**src/pkg/csf_pkg.sv**
```systemverilog
// Package with constants, types and carriers of the status flag unit.
package csf_pkg;

  localparam int unsigned DATA_W = 8;
  localparam int unsigned ADDR_W = 2;

  localparam logic [ADDR_W-1:0] OFS_STATUS = 2'h0;
  localparam logic [ADDR_W-1:0] OFS_IREQ = 2'h1;
  localparam logic [ADDR_W-1:0] OFS_EDGE = 2'h2;
  localparam logic [ADDR_W-1:0] OFS_ACC = 2'h3;

  localparam int unsigned FLAG_C = 0;
  localparam int unsigned FLAG_Z = 1;
  localparam int unsigned FLAG_I = 2;
  localparam int unsigned FLAG_D = 3;
  localparam int unsigned FLAG_B = 4;
  localparam int unsigned FLAG_T = 5;
  localparam int unsigned FLAG_V = 6;
  localparam int unsigned FLAG_N = 7;

  localparam int unsigned IREQ_LSB = 1;

  localparam logic [DATA_W-1:0] PS_RESET = 8'h04;
  localparam logic [DATA_W-1:0] ACC_RESET = 8'h00;
  localparam logic [DATA_W-1:0] RD_IDLE = 8'h00;

  typedef enum logic [3:0] {
    CSF_NONE = 4'h0,
    CSF_ADD = 4'h1,
    CSF_SUB = 4'h2,
    CSF_SET_CARRY = 4'h3,
    CSF_CLR_CARRY = 4'h4,
    CSF_SET_DEC = 4'h5,
    CSF_CLR_DEC = 4'h6,
    CSF_SET_MASK = 4'h7,
    CSF_CLR_MASK = 4'h8,
    CSF_PUSH_PS = 4'h9,
    CSF_PULL_PS = 4'ha,
    CSF_BREAK = 4'hb,
    CSF_NOP = 4'hc
  } csf_op_t;

  typedef struct packed {
    logic valid;
    csf_op_t code;
    logic [DATA_W-1:0] data;
  } csf_op_req_t;

  typedef struct packed {
    logic wr;
    logic rd;
    logic [ADDR_W-1:0] addr;
    logic [DATA_W-1:0] wdata;
  } csf_bus_req_t;

endpackage

```
**src/logic/csf_bcd_alu.sv**
```systemverilog
// Binary and decimal adder/subtractor for the status flag unit.
`timescale 1ns/1ps
module csf_bcd_alu (
  input wire logic [7:0] opA,
  input wire logic [7:0] opB,
  input wire logic carryIn,
  input wire logic doSub,
  input wire logic decMode,
  output logic [7:0] result,
  output logic carryOut,
  output logic ovfOut
);

  logic [7:0] bEff;
  logic [8:0] binSum;
  logic [4:0] lo;
  logic [4:0] hi;
  logic halfC;

  always_comb begin
    bEff = doSub ? ~opB : opB;
    binSum = {1'b0, opA} + {1'b0, bEff} + {8'h00, carryIn};
    ovfOut = (opA[7] == bEff[7]) && (binSum[7] != opA[7]);
    lo = 5'h00;
    hi = 5'h00;
    halfC = 1'b0;
    result = binSum[7:0];
    carryOut = binSum[8];
    // Decimal correction applies only when the decimal flag is set.
    if (decMode && !doSub) begin
      lo = {1'b0, opA[3:0]} + {1'b0, opB[3:0]} + {4'h0, carryIn};
      halfC = (lo > 5'h09);
      if (halfC) begin
        lo = lo + 5'h06;
      end
      hi = {1'b0, opA[7:4]} + {1'b0, opB[7:4]} + {4'h0, halfC};
      carryOut = (hi > 5'h09);
      if (carryOut) begin
        hi = hi + 5'h06;
      end
      result = {hi[3:0], lo[3:0]};
    end else if (decMode) begin
      lo = {1'b0, opA[3:0]} - {1'b0, opB[3:0]} - {4'h0, ~carryIn};
      halfC = lo[4];
      if (halfC) begin
        lo = lo - 5'h06;
      end
      hi = {1'b0, opA[7:4]} - {1'b0, opB[7:4]} - {4'h0, halfC};
      carryOut = ~hi[4];
      if (hi[4]) begin
        hi = hi - 5'h06;
      end
      result = {hi[3:0], lo[3:0]};
    end
  end

endmodule

```
**src/logic/cpu_status_flag_logic.sv**
```systemverilog
// Status register, decimal arithmetic flags and interrupt request logic.
//
// The strobed register port and the register offsets are this design's own decisions.
`timescale 1ns/1ps
module cpu_status_flag_logic #(
  parameter int unsigned NUM_EXT = 2
) (
  input wire logic ref_clk,
  input wire logic rst,
  input wire logic clkEn,
  input csf_pkg::csf_bus_req_t busReq,
  output logic [7:0] rdData,
  input csf_pkg::csf_op_req_t opReq,
  input wire logic [NUM_EXT-1:0] extIntPin,
  output logic [7:0] status,
  output logic [7:0] accOut,
  output logic [7:0] stackData,
  output logic stackWr,
  output logic vecTake,
  output logic entryBrk
);

  generate
    if (NUM_EXT < 1 || NUM_EXT > 7) begin : g_bad
      $error("NUM_EXT must lie between 1 and 7");
    end
  endgenerate

  function automatic logic isBcd(input logic [7:0] x);
    isBcd = (x[7:4] < 4'ha) && (x[3:0] < 4'ha);
  endfunction

  function automatic logic [7:0] bcdVal(input logic [7:0] x);
    bcdVal = ({4'h0, x[7:4]} << 3) + ({4'h0, x[7:4]} << 1) + {4'h0, x[3:0]};
  endfunction

  logic [7:0] ps_r;
  logic [7:0] acc_r;
  logic [7:0] rdData_r;
  logic [7:0] stackData_r;
  logic stackWr_r;
  logic vecTake_r;
  logic entryBrk_r;
  logic [NUM_EXT-1:0] ireq_r;
  logic [NUM_EXT-1:0] ireq_nxt;
  logic [NUM_EXT-1:0] ireqSeen_r;
  logic [NUM_EXT-1:0] edgeSel_r;
  logic [NUM_EXT-1:0] sync1_r;
  logic [NUM_EXT-1:0] sync2_r;
  logic [NUM_EXT-1:0] lvl_r;
  logic [NUM_EXT-1:0] detect;
  logic [NUM_EXT-1:0] rise;
  logic [NUM_EXT-1:0] clrBus;
  logic [NUM_EXT-1:0] takeMask;
  logic [7:0] aluRes;
  logic aluCarry;
  logic aluOvf;
  logic isArith;
  logic isBreak;
  logic irqGo;
  logic busWrIreq;

  assign isArith = opReq.valid && (opReq.code == csf_pkg::CSF_ADD ||
                                   opReq.code == csf_pkg::CSF_SUB);
  assign isBreak = opReq.valid && opReq.code == csf_pkg::CSF_BREAK;
  // Maskable requests wait while the mask flag is set.
  assign irqGo = !opReq.valid && (|ireq_r) && !ps_r[csf_pkg::FLAG_I];
  assign busWrIreq = busReq.wr && busReq.addr == csf_pkg::OFS_IREQ;

  csf_bcd_alu u_alu (
    .opA(acc_r),
    .opB(opReq.data),
    .carryIn(ps_r[csf_pkg::FLAG_C]),
    .doSub(opReq.code == csf_pkg::CSF_SUB),
    .decMode(ps_r[csf_pkg::FLAG_D]),
    .result(aluRes),
    .carryOut(aluCarry),
    .ovfOut(aluOvf)
  );

  // Flags follow the selected operation; interrupts enter only when idle.
  always_ff @(posedge ref_clk or posedge rst) begin
    if (rst) begin
      ps_r <= csf_pkg::PS_RESET;
    end else if (clkEn) begin
      if (opReq.valid) begin
        unique case (opReq.code)
          csf_pkg::CSF_ADD, csf_pkg::CSF_SUB: begin
            ps_r[csf_pkg::FLAG_C] <= aluCarry;
            // In decimal mode these three hold no meaning.
            ps_r[csf_pkg::FLAG_Z] <= (aluRes == 8'h00);
            ps_r[csf_pkg::FLAG_N] <= aluRes[7];
            ps_r[csf_pkg::FLAG_V] <= aluOvf;
          end
          csf_pkg::CSF_SET_CARRY: ps_r[csf_pkg::FLAG_C] <= 1'b1;
          csf_pkg::CSF_CLR_CARRY: ps_r[csf_pkg::FLAG_C] <= 1'b0;
          csf_pkg::CSF_SET_DEC: ps_r[csf_pkg::FLAG_D] <= 1'b1;
          csf_pkg::CSF_CLR_DEC: ps_r[csf_pkg::FLAG_D] <= 1'b0;
          csf_pkg::CSF_SET_MASK: ps_r[csf_pkg::FLAG_I] <= 1'b1;
          csf_pkg::CSF_CLR_MASK: ps_r[csf_pkg::FLAG_I] <= 1'b0;
          csf_pkg::CSF_PULL_PS: ps_r <= opReq.data;
          csf_pkg::CSF_BREAK: ps_r[csf_pkg::FLAG_I] <= 1'b1;
          csf_pkg::CSF_NONE, csf_pkg::CSF_PUSH_PS, csf_pkg::CSF_NOP: begin
          end
          default: begin
          end
        endcase
      end else if (irqGo) begin
        ps_r[csf_pkg::FLAG_I] <= 1'b1;
      end
    end
  end

  always_ff @(posedge ref_clk or posedge rst) begin
    if (rst) begin
      acc_r <= csf_pkg::ACC_RESET;
    end else if (clkEn) begin
      if (isArith) begin
        acc_r <= aluRes;
      end else if (busReq.wr && busReq.addr == csf_pkg::OFS_ACC) begin
        acc_r <= busReq.wdata;
      end
    end
  end

  // Break and push store the break-source flag set; interrupts store it clear.
  always_ff @(posedge ref_clk or posedge rst) begin
    if (rst) begin
      stackData_r <= 8'h00;
      stackWr_r <= 1'b0;
      vecTake_r <= 1'b0;
      entryBrk_r <= 1'b0;
    end else if (clkEn) begin
      stackWr_r <= 1'b0;
      vecTake_r <= 1'b0;
      if (isBreak || (opReq.valid && opReq.code == csf_pkg::CSF_PUSH_PS)) begin
        stackData_r <= ps_r | (8'h01 << csf_pkg::FLAG_B);
        stackWr_r <= 1'b1;
        vecTake_r <= isBreak;
        if (isBreak) begin
          entryBrk_r <= 1'b1;
        end
      end else if (irqGo) begin
        stackData_r <= ps_r & ~(8'h01 << csf_pkg::FLAG_B);
        stackWr_r <= 1'b1;
        vecTake_r <= 1'b1;
        entryBrk_r <= 1'b0;
      end
    end
  end

  always_ff @(posedge ref_clk or posedge rst) begin
    if (rst) begin
      sync1_r <= '0;
      sync2_r <= '0;
      lvl_r <= '0;
    end else if (clkEn) begin
      sync1_r <= extIntPin;
      sync2_r <= sync1_r;
      lvl_r <= detect;
    end
  end

  // The edge select flips the detected level, so changing it can raise a
  // request just as a pin edge would.
  assign detect = sync2_r ^ edgeSel_r;
  assign rise = detect & ~lvl_r;
  assign takeMask = irqGo ? (ireq_r & (~ireq_r + NUM_EXT'(1'b1))) : '0;

  always_comb begin
    for (int i = 0; i < NUM_EXT; i++) begin
      clrBus[i] = busWrIreq && !busReq.wdata[csf_pkg::IREQ_LSB + i];
    end
    // A new edge wins over a clear in the same cycle.
    ireq_nxt = rise | (ireq_r & ~clrBus & ~takeMask);
  end

  always_ff @(posedge ref_clk or posedge rst) begin
    if (rst) begin
      ireq_r <= '0;
      ireqSeen_r <= '0;
      edgeSel_r <= '0;
    end else if (clkEn) begin
      ireq_r <= ireq_nxt;
      // Reads see the request bits one cycle late.
      ireqSeen_r <= ireq_r;
      if (busReq.wr && busReq.addr == csf_pkg::OFS_EDGE) begin
        edgeSel_r <= busReq.wdata[NUM_EXT-1:0];
      end
    end
  end

  always_ff @(posedge ref_clk or posedge rst) begin
    if (rst) begin
      rdData_r <= csf_pkg::RD_IDLE;
    end else if (clkEn) begin
      rdData_r <= csf_pkg::RD_IDLE;
      if (busReq.rd) begin
        unique case (busReq.addr)
          csf_pkg::OFS_STATUS: rdData_r <= ps_r;
          csf_pkg::OFS_IREQ: rdData_r <= 8'(ireqSeen_r) << csf_pkg::IREQ_LSB;
          csf_pkg::OFS_EDGE: rdData_r <= 8'(edgeSel_r);
          csf_pkg::OFS_ACC: rdData_r <= acc_r;
        endcase
      end
    end
  end

  assign rdData = rdData_r;
  assign status = ps_r;
  assign accOut = acc_r;
  assign stackData = stackData_r;
  assign stackWr = stackWr_r;
  assign vecTake = vecTake_r;
  assign entryBrk = entryBrk_r;

  // Helper logic watched only by the assertions below.
  logic afterRst_r;
  logic decAddRef;
  logic decSubRef;
  logic decArgsOk;
  logic [7:0] binAddRef;
  always_ff @(posedge ref_clk or posedge rst) begin
    if (rst) begin
      afterRst_r <= 1'b0;
    end else if (clkEn) begin
      afterRst_r <= 1'b1;
    end
  end
  assign decArgsOk = isBcd(acc_r) && isBcd(opReq.data);
  assign decAddRef = (bcdVal(acc_r) + bcdVal(opReq.data) +
                      {7'h00, ps_r[csf_pkg::FLAG_C]}) >= 8'h64;
  assign decSubRef = bcdVal(acc_r) >=
                     (bcdVal(opReq.data) + {7'h00, !ps_r[csf_pkg::FLAG_C]});
  assign binAddRef = acc_r + opReq.data + {7'h00, ps_r[csf_pkg::FLAG_C]};
endmodule

```
**config.mk**
```make
export PLATFORM = sky130hd
export DESIGN_NAME = cpu_status_flag_logic
export DESIGN_NICKNAME = d
export VERILOG_FILES = /design/src/pkg/csf_pkg.sv /design/src/logic/csf_bcd_alu.sv /design/src/logic/cpu_status_flag_logic.sv
export SDC_FILE = /design/constraint.sdc
export NUM_CORES = 1
export LEC_CHECK = 0
export ABC_AREA = 1
export BUFFER_PORTS_ARGS = -buffer_cell sky130_fd_sc_hd__clkbuf_2
export CAP_MARGIN = 20
export CORE_ASPECT_RATIO = 0.8
export CORE_MARGIN = 4
export CORE_UTILIZATION = 40
export CTS_CLUSTER_DIAMETER = 150
export DETAILED_ROUTE_END_ITERATION = 7
export SETUP_SLACK_MARGIN = 0.3
export SLEW_MARGIN = 20
export SYNTH_ARGS = -nofsm -noshare
export SYNTH_HDL_FRONTEND = slang
export SYNTH_SLANG_ARGS = --single-unit
```
**constraint.sdc**
```tcl
create_clock -name ref_clk -period 5.1 [get_ports ref_clk]
set_input_delay 1.53 -clock ref_clk [delete_from_list [all_inputs] [get_ports ref_clk]]
set_output_delay 1.53 -clock ref_clk [all_outputs]
set_load 0.1 [all_outputs]
```
* Word level (Yosys, flattened, before mapping)
Cells that the tools add are included.
** Word-level totals
- Register bits after elaboration :: 47
- Input bits :: 30
- Logic and storage cells :: 133
** Cells by class
- Add/sub/neg operators :: 15
- Magnitude comparators :: 2
- Equal/unequal tests :: 18
- Mux-type cells :: 29
- Bitwise gates (word level) :: 13
- Reductions and logical operators :: 39
** Operators by type and width (number)
- $mux W8 :: 8
- $pmux W8 S4 :: 1
- $reduce_and A3 Y1 :: 6
- $eq A4 B3 Y1 const B :: 4
- $eq A4 B4 Y1 const B :: 4
- $mux W4 :: 4
- $logic_and A1 B1 Y1 :: 12
- $add A4 B4 Y5 :: 2
- $add A5 B1 Y5 :: 2
- $gt A5 B4 Y1 const B :: 2
- $mux W1 :: 10
- $sub A4 B4 Y5 :: 2
- $sub A5 B1 Y5 :: 2
- $add A8 B8 Y9 :: 1
- $add A9 B1 Y9 :: 1
- $add A4 B3 Y4 const B :: 2
- $and A2 B2 Y2 :: 4
- $eq A4 B2 Y1 const B :: 2
- $logic_not A8 Y1 :: 1
- $not A2 Y2 :: 4
- $not A8 Y8 :: 1
- $reduce_bool A2 Y1 :: 4
- $sub A4 B3 Y4 const B :: 2
- $pmux W1 S3 :: 2
- other kinds (22) :: 33

* Logic depth before layout (Yosys ltp)
- Depth in word-level cells :: 9
- Gate-level depth with buffers :: 33
- Gate-level depth less buffers :: 33

* Cells and area by module
A second synthesis with hierarchy kept.
** Unflattened totals
- Cell total of the unflattened synthesis :: 604
- Area, all modules :: 4196.5 µm²
** Modules (own cells, without submodules)
- cpu_status_flag_logic :: instances 1, cells each 311, area an instance 2404.8 µm²
- csf_bcd_alu :: instances 1, cells each 293, area an instance 1791.7 µm²

* Worst setup path after synthesis
Ideal clock, no wire load.
- Kind :: input port to flip-flop
- From :: input port opReq[0] (netlist bit)
- To :: register ps_r[1] (netlist: status[1])
- Arrival :: 5.081 ns
- Data required time :: 5.026 ns
- Slack :: -0.056 ns
- Stages :: 27
- Cells stage by stage :: inv_1 fa_1 inv_1 fa_1 inv_1 ha_1 nand2_1 nand2_1 inv_1 nand3_2 nand2_2 fa_1 fa_1 nand2_1 nand2_1 ha_1 inv_1 nor2_1 a21oi_2 nand3_2 a21oi_1 nor2_1 nor2_1 nand2_1 nor2_1 nand2_1 a21oi_2
** Between the ends
- Word-level cells in the longest chain between the ends :: 9
- Elaborated cells between the ends (all ways) :: 24
- Those cells by class :: add/sub: 12; order compare: 2; mux: 8; bitwise: 1; reduce/logical: 1
** RTL lines
- from (decl) :: RTL line cpu_status_flag_logic.sv:13 : input csf_pkg::csf_op_req_t opReq,
- $add A4 B4 Y5 or $sub A4 B4 Y5 (tied branches) :: RTL line csf_bcd_alu.sv:31, csf_bcd_alu.sv:43
- $add A5 B1 Y5 or $sub A5 B1 Y5 (tied branches) :: RTL line csf_bcd_alu.sv:31, csf_bcd_alu.sv:43
- $gt A5 B4 Y1 or $sub A5 B1 Y5 (tied branches) :: RTL line csf_bcd_alu.sv:32, csf_bcd_alu.sv:48
- $add A5 B1 Y5 or $sub A4 B3 Y4 (tied branches) :: RTL line csf_bcd_alu.sv:36, csf_bcd_alu.sv:51
- $add A4 B3 Y4, or another cell as far along :: RTL line csf_bcd_alu.sv:39 : hi = hi + 5'h06;
- $mux W4 or $mux W8 (tied branches) :: RTL line csf_bcd_alu.sv:38, csf_bcd_alu.sv:42
- $mux W8 * :: RTL line csf_bcd_alu.sv:30 : if (decMode && !doSub) begin
- $logic_not A8 Y1 * :: RTL line cpu_status_flag_logic.sv:91 : ps_r[csf_pkg::FLAG_Z] <= (aluRes == 8'h00);
- $pmux W1 S2 * :: RTL line cpu_status_flag_logic.sv:87 : unique case (opReq.code)
- to (signal, indexed assignment) :: RTL line cpu_status_flag_logic.sv:89 : ps_r[csf_pkg::FLAG_C] <= aluCarry;
- to (signal, indexed assignment) :: RTL line cpu_status_flag_logic.sv:91
- to (signal, indexed assignment) :: RTL line cpu_status_flag_logic.sv:92 : ps_r[csf_pkg::FLAG_N] <= aluRes[7];
- to (decl) :: RTL line cpu_status_flag_logic.sv:37 : logic [7:0] ps_r;
Every way passes the cells marked *; elsewhere a longest branch is shown, timed or not.
A chain may end at the register's enable or synchronous reset.

* Final worst setup path
Ends and elaborated chain as after synthesis.

==> reports/metrics.yaml <==
die:
  dieArea_um2: 11800
  rows: 32
  ios: 65
  start_util: 0.415
  coreArea_um2: 9770
  die_height_um: 98.1
  die-width_um: 121
placement:
  post-place-ws_ns: -0.176
  dp_cells: 758
  io_buffers: 64
  place_congestion: 0.920
  hpwlAfterDp_um: 9190
layout:
  num_antenna_cells: 0
  nFillCells: 998
  fin_util: 0.506
  syn_to_final_growth_pct: 21.7
  layout.nets: 709
  stdcell_count: 776
  drive_gt1_frac: 0.242
synth:
  ys_ff_latch: 47
  ys_warn_count: 0
  synth.area.top_cells: "dfrtp_1, nand2_1, ha_1, inv_1, nand3_1"
  synth_area_um2: 4060
  yosysTopAreaCell: "dfrtp_1"
  netlist_instances: 558
  synth-main-ff-cell: "dfrtp_1"
  synth_nets: 628
  synth.yosys.seq_area_share: 0.290
  synth_edf_count: 0
  synth_top_area_frac: 0.284
  synth_cell_type_count: 46
  async_reset_ff_frac: 1.00
  syn_area_per_cell_um2: 7.27
worst_setup_path:
  critPathCaptureType: "flop"
  worstSetupPathType: "in -> reg"
  path_common_cell: "nand2_1"
  cp.required_ns: 5.28
  cp_slowest_cell: "fa_2"
  max_stage_delay_ns: 0.59
  worstPathArrival_ns: 5.19
  start_kind: "input port"
  timing.critical_path.fanout_max: 5
flow_run:
  cap_viol_max_count: 0
global_routing:
  grt_usage: 0.199
  grt-ovfl-total: 0
  grt_pass1_vias: 3767
  grt_pass1_wl_um: 19200
  grt_max_degree: 48
  antenna_found_initial: 0
sta:
  setup_viol: 0
  finalCriticalPeriod_ns: 5.00
  slew_headroom: 0.374
  final.setup_skew_ns: 0.00955
  post-route-period-util: 0.981
  grt_setup_unrepaired: "yes"
  slew_violations: 0
  finalHoldViolCount: 0
  setup_slack_ns: 0.0951
  tightest_slew_ns: 0.936
  finalHoldWorstSlack_ns: 0.454
  fmax_mhz: 200
power:
  p_leak_nw: 2.62
  ir_drop_mv: 0.259
  powerDensity_nw_per_um2: 631
run_status:
  status: "complete, no violations"
detailed_routing:
  vias_per_cell: 5.08
  num_vias: 3945
  drt_pass1_iterations: 5
  drt_iter0_markers: 213
  wl_um: 11500
  routedWlPerCell_um: 14.9
  remaining_drc_errors: 0
  ant_nets: 0
cts:
  clock_latency_ns: 0.29
  cts.reportedPaths.clkPinSlew_ns: 0.07
  clock_path_buffers: 2
  h-tree-depth: 2
  ctsHoldBuffers: 0
  root_buffer: "clkbuf_16"
  clock_sinks: 47
  cts_tree: "yes"
  cts_buffers: 5
hold_path:
  min_path_type: "reg -> reg"
## metal layers
layer  global-route usage  part of all wire  vias up
li1                     -                 -     1986
met3               0.0313             0.052       10
met1                0.294              0.49     1838
met5                    0                 0        -
met4               0.0331            0.0070        0
met2                0.313              0.45      111
## power breakdown
group | switching, mW | internal, mW
registers | 0.107 | 0.480
logic | 1.50 | 0.653
clock network | 0.138 | 0.232
total | 1.75 | 1.37
## sequential cells by signal, indices dropped and copies added (netlist names)
signal	count
sync1_r	2
vecTake	1
lvl_r	2
status	8
ireq_r	2
entryBrk	1
rdData	8
sync2_r	2
stackData	8
edgeSel_r	2
stackWr	1
ireqSeen_r	2
accOut	8
## cell families (layout without fill, tap and decap cells)
logic type	count (synthesis)	in the layout	synth area share
and+or+nand+nor	250	250	0.278
AOI/OAI and AO/OA	107	107	0.159
buffers and inverters	101	183	0.103
DFF	47	47	0.290
adders and majority gates	40	40	0.142
xor gates and xnor gates	12	12	0.0259
muxes	1	1	0.00277
## final timing paths
kind                                             from                  endpoint  slack (ns)  depth (start not counted)
worst max register to register  status[0]$_DFFE_PP0P_     status[1]$_DFFE_PP0P_        0.75                         28
max in group asynchronous                         rst       vecTake$_DFFE_PP0P_        3.26                          2
worst min register to register   lvl_r[1]$_DFFE_PP0P_     ireq_r[1]$_DFFE_PP0P_        0.45                          1
worst max-delay path                         opReq[0]     status[1]$_DFFE_PP0P_         0.1                         29
min in group asynchronous                         rst  stackData[3]$_DFFE_PP0P_        1.35                          2
worst min-delay path             lvl_r[1]$_DFFE_PP0P_     ireq_r[1]$_DFFE_PP0P_        0.45                          1
## cell type report
cell class | instances | area [µm²] | share of cell area
clock buffers | 7 | 133 | 0.0269
multi-input cells | 410 | 2590 | 0.524
repair buffers | 83 | 477 | 0.0965
inverters | 92 | 365 | 0.0740
flip-flops and latches | 47 | 1180 | 0.238
well taps | 136 | 170 | 0.0345
clock inverters | 1 | 30.0 | 0.00608
## Yosys cell counts (4+ instances only)
library cell and n:
a21oi_1 25, a21oi_2 6, a22o_1 4, dfrtp_1 46
fa_1 10, ha_1 30, inv_1 84, inv_2 6
nand2_1 145, nand3_1 45, nand3b_1 4, nand4_1 7
nor2_1 27, nor2_2 5, nor2_4 4, o21ai_0 38
o22ai_1 13, xnor2_1 4, xor2_1 8
## per-stage QoR
step                      power (mW)  setup TNS (ns)  instance area, µm²
final                           3.11               0                4940
after global routing            3.36          -0.202                4940
after CTS                       3.03               0                4860
after detailed placement        2.59          -0.512                4620
after global placement          2.56         -0.0679                4620
after floorplan                 2.16               0                4110
## critical path, delay by kind of cell
family                   cells  cell delay, ns
adder cells (fa/ha/maj)      6            2.02
AND/OR/NAND/NOR             14            1.04
buffers and inverters        7            0.42
AO/OA/AOI/OAI                2            0.19
## layout by cell type (no fill, tap or decap), types with 3 or more instances in the layout
cell type,synthesis,final
a21oi_1,25,22
o21bai_1,3,3
nand2_2,2,8
xor2_1,8,8
inv_1,84,76
ha_1,30,27
nor2_1,27,24
xnor2_1,4,4
a22oi_1,3,3
o21ai_0,38,38
clkbuf_2,0,63
nand3_1,45,41
nor2_2,5,8
nand3_2,3,6
dfrtp_1,46,46
o22ai_1,13,13
fa_1,10,6
a21oi_2,6,7
o21ai_1,3,3
a22o_1,4,4
fa_2,0,4
nand3b_1,4,4
inv_2,6,12
buf_4,3,18
nor2_4,4,4
nand2_1,145,138
nor3_1,3,3
nand4_1,7,7
clkbuf_16,0,5
## repair_timing
action	in CTS	in global routing
setup endpoints to repair	6	6
cloned	0	0
resized for setup	10	11
buffers inserted	6	4
pin swaps	8	9
No activity file was read; power rests on OpenSTA's default activity.
